### src/design/pin_irq_pkg.sv
// Purpose: constants and types for the pin change interrupt flag block
// Assumes: AHB-Lite register access, 32-bit words, one word per register
// Notes: printed offsets are not all multiples of four, so they are indices
package pin_irq_pkg;
    // register indices; byte address is four times the index
    localparam logic [7:0] IDX_CONTROL   = 8'hE9;
    localparam logic [7:0] IDX_NEG_EN    = 8'hEA;
    localparam logic [7:0] IDX_POS_EN    = 8'hEB;
    localparam logic [7:0] IDX_FLAGS     = 8'hEC;
    localparam logic [7:0] IDX_PRIO_LOW  = 8'hEF;
    localparam logic [7:0] IDX_PRIO_HIGH = 8'hF7;
    localparam logic [7:0] IDX_PIN_STATE = 8'hF8;
    localparam logic [7:0] IDX_PRIO_LVL  = 8'hF9;
    // reset values
    localparam logic [7:0] RST_REG = 8'h00;
    // field positions
    localparam int POS_PORT_SEL = 0;
    localparam int POS_TYPE_0   = 2;
    localparam int POS_TYPE_45  = 6;
    localparam int POS_TYPE_67  = 7;
    localparam int POS_PIN_PRIO = 1;
    // ahb htrans codes
    localparam logic [1:0] HTRANS_NONSEQ = 2'h2;
    localparam logic [1:0] HTRANS_SEQ    = 2'h3;

    // pending address phase captured for the data phase
    typedef struct packed {
        logic       valid;
        logic       write;
        logic [7:0] index;
    } bus_req_t;
endpackage : pin_irq_pkg

### src/design/pin_irq_flags.sv
// Purpose: eight-channel pin change interrupt flags with AHB-Lite registers
// Assumes: single clock hclk at 40 MHz, async active-low hresetn
// Notes: pins pass a two-flop synchroniser before any detection logic
module pin_irq_flags
    import pin_irq_pkg::*;
#(
    parameter int NUM_PORTS = 4
) (
    // clock and reset
    input  wire logic        hclk,
    input  wire logic        hresetn,
    // ahb-lite slave
    input  wire logic        hsel,
    input  wire logic [31:0] haddr,
    input  wire logic [1:0]  htrans,
    input  wire logic        hwrite,
    input  wire logic [2:0]  hsize,
    input  wire logic [31:0] hwdata,
    input  wire logic        hready,
    output logic      [31:0] hrdata,
    output logic             hreadyout,
    output logic             hresp,
    // port pins, port p on bits 8p+7..8p
    input  wire logic [31:0] port_pins,
    // flags and priority towards the interrupt controller
    output logic      [7:0]  pin_irq_flag_bits,
    output logic      [1:0]  pin_irq_level
);
    // elaboration check: the channel routing serves exactly four ports
    if (NUM_PORTS != 4) begin : g_bad_ports
        $error("pin_irq_flags supports exactly four ports");
    end

    // decode of index from a byte address, used at the address phase
    function automatic logic [7:0] addr_index(input logic [31:0] a);
        return a[9:2];
    endfunction : addr_index

    logic [7:0]  pin_irq_control_q, pin_irq_control_d;
    logic [7:0]  neg_en_q, neg_en_d, pos_en_q, pos_en_d;
    logic [7:0]  flags_q, flags_d;
    logic [7:0]  prio_low_q, prio_low_d, prio_high_q, prio_high_d;
    logic [31:0] sync1_q, sync2_q;
    logic [7:0]  chan_prev_q, chan_prev_d;
    logic [31:0] hrdata_q, hrdata_d;
    bus_req_t    req_q, req_d;
    logic [7:0]  chan_now, edge_mode, rise, fall, hw_set, sw_clr;
    logic [1:0]  port_sel;
    logic        wr_now;
    logic [7:0]  edge_set;
    logic        rd_accept;

    // two-flop synchroniser; sync1_q feeds only sync2_q
    always_ff @(posedge hclk or negedge hresetn) begin
        if (!hresetn) begin
            sync1_q <= 32'h0000_0000;
            sync2_q <= 32'h0000_0000;
        end else begin
            sync1_q <= port_pins;
            sync2_q <= sync1_q;
        end
    end

    // port selection and per-channel trigger type
    always_comb begin
        port_sel = pin_irq_control_q[POS_PORT_SEL +: 2];
        chan_now = sync2_q[{port_sel, 3'h0} +: 8];
        edge_mode[3:0] = pin_irq_control_q[POS_TYPE_0 +: 4];
        edge_mode[5:4] = {2{pin_irq_control_q[POS_TYPE_45]}};
        edge_mode[7:6] = {2{pin_irq_control_q[POS_TYPE_67]}};
        rise = chan_now & ~chan_prev_q;
        fall = ~chan_now & chan_prev_q;
        hw_set = (rise & pos_en_q) | (fall & neg_en_q);
    end

    // data-phase write to the flag register
    assign wr_now = req_q.valid && req_q.write;
    assign sw_clr = (wr_now && req_q.index == IDX_FLAGS) ? ~hwdata[7:0] : 8'h00;

    // flag next-state, one bit per channel
    generate
        for (genvar n = 0; n < 8; n++) begin : g_chan
            always_comb begin
                if (!edge_mode[n]) begin
                    // level mode follows inverted pin, write has no effect
                    flags_d[n] = ~chan_now[n];
                end else if (hw_set[n]) begin
                    flags_d[n] = 1'b1;
                end else if (sw_clr[n]) begin
                    flags_d[n] = 1'b0;
                end else begin
                    flags_d[n] = flags_q[n];
                end
            end
        end
    endgenerate

    // bus and register next-state
    always_comb begin
        req_d             = req_q;
        pin_irq_control_d = pin_irq_control_q;
        neg_en_d          = neg_en_q;
        pos_en_d          = pos_en_q;
        prio_low_d        = prio_low_q;
        prio_high_d       = prio_high_q;
        chan_prev_d       = chan_now;
        hrdata_d          = hrdata_q;
        if (wr_now) begin
            case (req_q.index)
                IDX_CONTROL:   pin_irq_control_d = hwdata[7:0];
                IDX_NEG_EN:    neg_en_d          = hwdata[7:0];
                IDX_POS_EN:    pos_en_d          = hwdata[7:0];
                IDX_PRIO_LOW:  prio_low_d        = hwdata[7:0];
                IDX_PRIO_HIGH: prio_high_d       = hwdata[7:0];
                default:       ;
            endcase
        end
        if (hready) begin
            req_d.valid = hsel && (htrans == HTRANS_NONSEQ || htrans == HTRANS_SEQ);
            req_d.write = hwrite;
            req_d.index = addr_index(haddr);
            hrdata_d    = 32'h0000_0000;
            if (hsel && htrans[1] && !hwrite) begin
                case (addr_index(haddr))
                    IDX_CONTROL:   hrdata_d[7:0] = pin_irq_control_q;
                    IDX_NEG_EN:    hrdata_d[7:0] = neg_en_q;
                    IDX_POS_EN:    hrdata_d[7:0] = pos_en_q;
                    IDX_FLAGS:     hrdata_d[7:0] = flags_q;
                    IDX_PRIO_LOW:  hrdata_d[7:0] = prio_low_q;
                    IDX_PRIO_HIGH: hrdata_d[7:0] = prio_high_q;
                    IDX_PIN_STATE: hrdata_d[7:0] = chan_now;
                    IDX_PRIO_LVL:  hrdata_d[1:0] = pin_irq_level;
                    default:       hrdata_d      = 32'h0000_0000;
                endcase
            end
        end
    end

    // register all state except the synchroniser
    always_ff @(posedge hclk or negedge hresetn) begin
        if (!hresetn) begin
            req_q             <= '0;
            pin_irq_control_q <= RST_REG;
            neg_en_q          <= RST_REG;
            pos_en_q          <= RST_REG;
            flags_q           <= RST_REG;
            prio_low_q        <= RST_REG;
            prio_high_q       <= RST_REG;
            chan_prev_q       <= 8'h00;
            hrdata_q          <= 32'h0000_0000;
        end else begin
            req_q             <= req_d;
            pin_irq_control_q <= pin_irq_control_d;
            neg_en_q          <= neg_en_d;
            pos_en_q          <= pos_en_d;
            flags_q           <= flags_d;
            prio_low_q        <= prio_low_d;
            prio_high_q       <= prio_high_d;
            chan_prev_q       <= chan_prev_d;
            hrdata_q          <= hrdata_d;
        end
    end

    // outputs; slave is zero wait state, always okay
    assign hreadyout         = 1'b1;
    assign hresp             = 1'b0;
    assign hrdata            = hrdata_q;
    assign pin_irq_flag_bits = flags_q;
    assign pin_irq_level     = {prio_high_q[POS_PIN_PRIO],
                                prio_low_q[POS_PIN_PRIO]};

    // helper terms for the checks below
    assign edge_set  = edge_mode & hw_set;
    assign rd_accept = hready && hsel && htrans[1] && !hwrite;

    // edge flag sets one cycle after an enabled rising edge
    AST_EDGE_RISE_SETS: assert property (@(posedge hclk) disable iff (!hresetn)
        edge_mode[0] && rise[0] && pos_en_q[0] |=> flags_q[0])
        else $error("enabled rising edge did not set flag 0");
    // falling edge with negative enable
    AST_EDGE_FALL_SETS: assert property (@(posedge hclk) disable iff (!hresetn)
        edge_mode[3] && fall[3] && neg_en_q[3] |=> flags_q[3])
        else $error("enabled falling edge did not set flag 3");
    // rising edge with positive enable clear leaves flag alone
    AST_EDGE_DISABLED: assert property (@(posedge hclk) disable iff (!hresetn)
        edge_mode[4] && rise[4] && !pos_en_q[4] && !sw_clr[4] && !flags_q[4]
        |=> !flags_q[4])
        else $error("flag 4 set by a disabled rising edge");
    // falling edge with negative enable clear leaves flag alone
    AST_FALL_DISABLED: assert property (@(posedge hclk) disable iff (!hresetn)
        edge_mode[1] && fall[1] && !neg_en_q[1] && !sw_clr[1] && !flags_q[1]
        |=> !flags_q[1])
        else $error("flag 1 set by a disabled falling edge");
    // set flag holds without software clear
    AST_EDGE_HOLD: assert property (@(posedge hclk) disable iff (!hresetn)
        edge_mode[2] && flags_q[2] && !sw_clr[2] |=> flags_q[2])
        else $error("edge flag 2 cleared by hardware");
    // software clear works and set wins over it
    AST_CLEAR_SET_WINS: assert property (@(posedge hclk) disable iff (!hresetn)
        edge_mode[4] && sw_clr[4] |=> flags_q[4] == $past(hw_set[4]))
        else $error("flag 4 clear or set priority wrong");
    // level mode follows inverse of the pin, armed only once reset has gone
    AST_LEVEL_FOLLOWS: assert property (@(posedge hclk) disable iff (!hresetn)
        hresetn && !edge_mode[5] |=> flags_q[5] == !$past(chan_now[5]))
        else $error("level flag 5 not inverse of pin");
    // level mode ignores writes
    AST_LEVEL_RO: assert property (@(posedge hclk) disable iff (!hresetn)
        !edge_mode[6] && sw_clr[6] && !chan_now[6] |=> flags_q[6])
        else $error("write changed level flag 6");
    // priority level low bit follows a write to the low priority register
    AST_PRIO_COMBINE: assert property (@(posedge hclk) disable iff (!hresetn)
        wr_now && req_q.index == IDX_PRIO_LOW |=> pin_irq_level[0] == $past(hwdata[1]))
        else $error("pin priority low bit not applied");
    // shared type bits for channels 4 and 5 and for channels 6 and 7
    AST_SHARED_TYPE: assert property (@(posedge hclk) disable iff (!hresetn)
        edge_mode[6] == edge_mode[7] && edge_mode[4] == edge_mode[5])
        else $error("shared type bits disagree");

    // whole-register checks on the edge flags
    // every edge channel with an enabled edge is set next cycle
    AST_EDGE_SET_ALL: assert property (@(posedge hclk) disable iff (!hresetn)
        edge_set != 8'h00 |=> (flags_q & $past(edge_set)) == $past(edge_set))
        else $error("enabled edge did not set its flag");
    // a set edge flag is never dropped by hardware
    AST_EDGE_NO_SELF_CLEAR: assert property (@(posedge hclk) disable iff (!hresetn)
        (flags_q & edge_mode & ~sw_clr) != 8'h00
        |=> (flags_q & $past(flags_q) & $past(edge_mode) & ~$past(sw_clr))
            == ($past(flags_q) & $past(edge_mode) & ~$past(sw_clr)))
        else $error("edge flag dropped without a software clear");
    // a clear edge flag never rises without an enabled edge
    AST_EDGE_NO_SPURIOUS: assert property (@(posedge hclk) disable iff (!hresetn)
        (~flags_q & edge_mode & ~hw_set) != 8'h00
        |=> (flags_q & ~$past(flags_q) & $past(edge_mode) & ~$past(hw_set)) == 8'h00)
        else $error("edge flag set without an enabled edge");
    // a software clear drops an edge flag when no edge comes with it
    AST_EDGE_CLEAR_ALL: assert property (@(posedge hclk) disable iff (!hresetn)
        (edge_mode & sw_clr & ~hw_set) != 8'h00
        |=> (flags_q & $past(edge_mode) & $past(sw_clr) & ~$past(hw_set)) == 8'h00)
        else $error("software clear of an edge flag lost");

    // level channels, all bits at once
    // level flags show the inverted pin one cycle later and ignore writes
    AST_LEVEL_ALL: assert property (@(posedge hclk) disable iff (!hresetn)
        hresetn && edge_mode != 8'hFF
        |=> ((flags_q ^ ~$past(chan_now)) & ~$past(edge_mode)) == 8'h00)
        else $error("level flag not the inverse of its pin");

    // port routing; the selected port's synchronised byte feeds the channels
    // port 0 sits on pins 7..0
    AST_PORT_0: assert property (@(posedge hclk) disable iff (!hresetn)
        port_sel == 2'h0 |-> chan_now == sync2_q[7:0])
        else $error("port 0 not routed to the channels");
    // port 1 sits on pins 15..8
    AST_PORT_1: assert property (@(posedge hclk) disable iff (!hresetn)
        port_sel == 2'h1 |-> chan_now == sync2_q[15:8])
        else $error("port 1 not routed to the channels");
    // port 2 sits on pins 23..16
    AST_PORT_2: assert property (@(posedge hclk) disable iff (!hresetn)
        port_sel == 2'h2 |-> chan_now == sync2_q[23:16])
        else $error("port 2 not routed to the channels");
    // port 3 sits on pins 31..24
    AST_PORT_3: assert property (@(posedge hclk) disable iff (!hresetn)
        port_sel == 2'h3 |-> chan_now == sync2_q[31:24])
        else $error("port 3 not routed to the channels");

    // register writes land at the end of the data phase
    // control word: port select and trigger types
    AST_CONTROL_WRITE: assert property (@(posedge hclk) disable iff (!hresetn)
        wr_now && req_q.index == IDX_CONTROL |=> pin_irq_control_q == $past(hwdata[7:0]))
        else $error("control write not applied");
    // negative polarity enables
    AST_NEG_EN_WRITE: assert property (@(posedge hclk) disable iff (!hresetn)
        wr_now && req_q.index == IDX_NEG_EN |=> neg_en_q == $past(hwdata[7:0]))
        else $error("negative enable write not applied");
    // positive polarity enables
    AST_POS_EN_WRITE: assert property (@(posedge hclk) disable iff (!hresetn)
        wr_now && req_q.index == IDX_POS_EN |=> pos_en_q == $past(hwdata[7:0]))
        else $error("positive enable write not applied");
    // high priority bit reaches the level output
    AST_PRIO_HIGH_WRITE: assert property (@(posedge hclk) disable iff (!hresetn)
        wr_now && req_q.index == IDX_PRIO_HIGH |=> pin_irq_level[1] == $past(hwdata[1]))
        else $error("pin priority high bit not applied");

    // reads return the register as it stood at the address phase
    // flag register
    AST_FLAG_READ: assert property (@(posedge hclk) disable iff (!hresetn)
        rd_accept && addr_index(haddr) == IDX_FLAGS
        |=> hrdata == {24'h00_0000, $past(flags_q)})
        else $error("flag read data wrong");
    // control register
    AST_CONTROL_READ: assert property (@(posedge hclk) disable iff (!hresetn)
        rd_accept && addr_index(haddr) == IDX_CONTROL
        |=> hrdata == {24'h00_0000, $past(pin_irq_control_q)})
        else $error("control read data wrong");
    // selected port pin state
    AST_PIN_STATE_READ: assert property (@(posedge hclk) disable iff (!hresetn)
        rd_accept && addr_index(haddr) == IDX_PIN_STATE
        |=> hrdata == {24'h00_0000, $past(chan_now)})
        else $error("pin state read data wrong");
    // combined priority level
    AST_LEVEL_READ: assert property (@(posedge hclk) disable iff (!hresetn)
        rd_accept && addr_index(haddr) == IDX_PRIO_LVL
        |=> hrdata == {30'h0000_0000, $past(pin_irq_level)})
        else $error("priority level read data wrong");
    // unmapped index 0 reads as zero
    AST_UNMAPPED_READ: assert property (@(posedge hclk) disable iff (!hresetn)
        rd_accept && addr_index(haddr) == 8'h00
        |=> hrdata == 32'h0000_0000)
        else $error("unmapped read not zero");
endmodule : pin_irq_flags

### config.mk
export PLATFORM = sky130hd
export DESIGN_NAME = pin_irq_flags
export DESIGN_NICKNAME = d
export VERILOG_FILES = /design/src/design/pin_irq_pkg.sv /design/src/design/pin_irq_flags.sv
export SDC_FILE = /design/constraint.sdc
export NUM_CORES = 1
export LEC_CHECK = 0
export ABC_CLOCK_PERIOD_IN_PS = 3300
export BUFFER_PORTS_ARGS = -buffer_cell sky130_fd_sc_hd__buf_2
export CORE_UTILIZATION = 55
export DETAILED_ROUTE_END_ITERATION = 8
export MAX_ROUTING_LAYER = met4
export PLACE_DENSITY_LB_ADDON = 0.12
export SYNTH_ARGS = -nofsm -noshare
export SYNTH_HDL_FRONTEND = slang
export SYNTH_SLANG_ARGS = --single-unit
### constraint.sdc
create_clock -name hclk -period 3.3 [get_ports hclk]
set_clock_uncertainty 0.1 [all_clocks]
set_input_delay 0.66 -clock hclk [delete_from_list [all_inputs] [get_ports hclk]]
set_output_delay 0.66 -clock hclk [all_outputs]
set_load 0.05 [all_outputs]
==> results.sh <==
export IMPL_area_growth_syn_to_layout_pct=18.1
export IMPL_rows=36
export IMPL_clk_latency_ps=520
export IMPL_p_per_area_nw_per_um2=601
export IMPL_cts_buffer_depth=2
export IMPL_cts_buffers=17
export IMPL_nNetsFinal=587
export IMPL_via_count=3454
export IMPL_r2r_start="req_q[4]$_DFFE_PN0P_"
export IMPL_hpwl_um=7230
export IMPL_coreArea_sq_um=9820
export IMPL_grt_max_degree=62
export IMPL_grt_pass1_vias=3354
export IMPL_timing_final_crit_share=0.696
export IMPL_fill_cells=744
export IMPL_drv_slew=0
export IMPL_start_kind="flop"
export IMPL_post_cts_buffers=0
export IMPL_cts_sinks=138
export IMPL_p_leak_nw=3.10
export IMPL_worst_pin_slew_ps=959
export IMPL_yosys_top_cells_area="dfrtp_1 62%, mux2_2 11%, buf_4 3.9%"
export IMPL_synth_top_cell_area_share=0.619
export IMPL_min_path_type="input pin to async pin"
export IMPL_critical_path_arrival_ps=2600
export IMPL_slowest_delay_ps=600
export IMPL_rr_endpoint="neg_en_q[6]$_DFFE_PN0P_"
export IMPL_synth_cell_types=53
export IMPL_finalCriticalPeriod_ps=2300
export IMPL_synth_warnings=0
export IMPL_synth_edff_count=0
export IMPL_routedWlPerCell_um=17.8
export IMPL_yosysSeqAreaShare=0.619
export IMPL_yosys_area_top_type="dfrtp_1"
export IMPL_cts_clk_slew_worst_paths_ps=60
export IMPL_placedCellCount=595
export IMPL_layout_setup_ws_ps=1000
export IMPL_initial_core_util=0.568
export IMPL_hold_violations=0
export IMPL_ant_nets=0
export IMPL_fin_cells=627
export IMPL_dieWidth_um=103
export IMPL_crit_chain="nor2b_2 > nand2_2 > or3_1 > nor3b_4 > mux2_2"
export IMPL_drcViolationCount=0
export IMPL_end_kind="flop"
export IMPL_cp_top_family="simple AND/OR/NAND/NOR gates"
export IMPL_clockRootBuffer="clkbuf_8"
export IMPL_critPathKind="flop to flop"
export IMPL_status="finished clean"
export IMPL_tritoncts="built"
export IMPL_drv_cap=0
export IMPL_max_freq_mhz=435
export IMPL_synth_ff_type="dfrtp_1"
export IMPL_reg2regPathDepth=5
export IMPL_crit_slowest_cell="nor3b_4"
export IMPL_die_height_um=103
export IMPL_setup_viol=0
export IMPL_synth_cells=400
export IMPL_synth_most_common_cell="dfrtp_1"
export IMPL_cts_resized=0
export IMPL_grt_total_usage=0.240
export IMPL_synth_common_cells="138 x dfrtp_1, 53 x mux2_2, 29 x buf_4, 24 x nand2_1, 14 x a22o_1"
export IMPL_worst_endpoint_required_ps=3600
export IMPL_overflow=0
export IMPL_synth_cell_area_sq_um=5580
export IMPL_wirelength_um=11200
export IMPL_grt_pass1_wl_um=17500
export IMPL_drive_above_1_share=0.366
export IMPL_synthArstFlopShare=1.00
export IMPL_crit_buf_inv=0
export IMPL_crit_fanout=8
export IMPL_synth_avg_cell_area_sq_um=13.9
export IMPL_postCtsHoldBufs=0
export IMPL_dp_slack_ps=783
export IMPL_routed_via_density=5.51
export IMPL_drt_iter0_drc=168
export IMPL_synth_seq_cells=138
export IMPL_die_area_sq_um=10500
export IMPL_ff2ff_setup_slack_ps=1000
export IMPL_slew_headroom=0.358
export IMPL_antenna_cells=0
export IMPL_dr_pass1_iters=4
export IMPL_tns_ps=0
export IMPL_num_io_pins=150
export IMPL_rsz0062_at_grt="false"
export IMPL_vdd_ir_drop_worst_mv=0.420
export IMPL_place_congestion=0.860
export IMPL_antenna_found_initial=0
export IMPL_port_buffers=71
export IMPL_cts_max_level=4
## where the power goes
part / internal, W / leakage (nW) / switching, W
logic: 0.0000882 / 1.10 / 0.000196
registers: 0.00176 / 1.72 / 0.0000395
clock network: 0.00112 / 0.280 / 0.000751
## kinds of logic after synthesis
kind of cell / Yosys count / synth area share
simple gates: 69 / 0.0711
fa+ha+maj: 1 / 0.00180
mux: 68 / 0.150
other cells: 2 / 0.00135
xor+xnor: 2 / 0.00314
compound gates: 72 / 0.0989
buf+inv: 48 / 0.0547
flops: 138 / 0.619
## cell type report
type	instances	area (sq um)	area share
clock buffers	19	432	0.0656
clock inverters	13	158	0.0239
inverters	5	18.8	0.00285
multi-input cells	238	1910	0.290
flip-flops and latches	138	3450	0.524
well taps	133	166	0.0253
repair buffers	81	449	0.0682
## registers in the layout (all words and copies together) (netlist names)
name and flops:
sync1_q 32, sync2_q 32, req_q 10, chan_prev_q 8
hrdata 8, neg_en_q 8, pin_irq_control_q 8, pin_irq_flag_bits 8
pos_en_q 8, prio_high_q 8, prio_low_q 8
## cell usage in the layout (no fill, tap or decap), types with 6 or more instances in the layout
cell	n
a22o_1	14
a22oi_1	11
buf_2	70
buf_4	9
clkbuf_16	16
conb_1	26
dfrtp_1	138
mux2_2	53
mux2i_1	8
mux4_2	7
nand2_1	24
nand3_1	7
nor2_1	9
o211ai_1	9
o21ai_0	6
o2bb2ai_1	6
## through the flow
| stage | hold slack [ps] | utilization | instance area, sq um | total power, W |
|---|---|---|---|---|
| 5_1_grt | 55.4 | 0.671 | 6590 | 0.00410 |
| 3_5_place_dp | 235 | 0.611 | 6000 | 0.00212 |
| 2_1_floorplan | 231 | - | 5670 | 0.00203 |
| 3_3_place_gp | 234 | 0.611 | 6000 | 0.00211 |
| 4_1_cts | 23.2 | 0.671 | 6590 | 0.00399 |
| 6_report | 16.9 | 0.671 | 6590 | 0.00396 |
## per-layer routing
layer | vias to the layer above | part of all wire | GRT usage
met5 | - | 0 | -
met4 | 0 | 0.022 | 0.111
met3 | 19 | 0.064 | 0.0549
met2 | 146 | 0.49 | 0.368
met1 | 1721 | 0.42 | 0.306
li1 | 1568 | - | -
## how the worst max path moves through the flow
stage	slack (ps)	from	end	depth (start not counted)
global route	930	req_q[7]$_DFFE_PN0P_	pin_irq_control_q[0]$_DFFE_PN0P_	5
detailed placement	780	haddr[3]	hrdata[2]$_DFFE_PN0P_	5
floorplan	1140	haddr[4]	hrdata[0]$_DFFE_PN0P_	6
finish	1000	req_q[4]$_DFFE_PN0P_	neg_en_q[6]$_DFFE_PN0P_	5
CTS	1000	req_q[4]$_DFFE_PN0P_	neg_en_q[6]$_DFFE_PN0P_	5
global placement	830	haddr[3]	hrdata[6]$_DFFE_PN0P_	5
(Power assumes the default switching activity.)
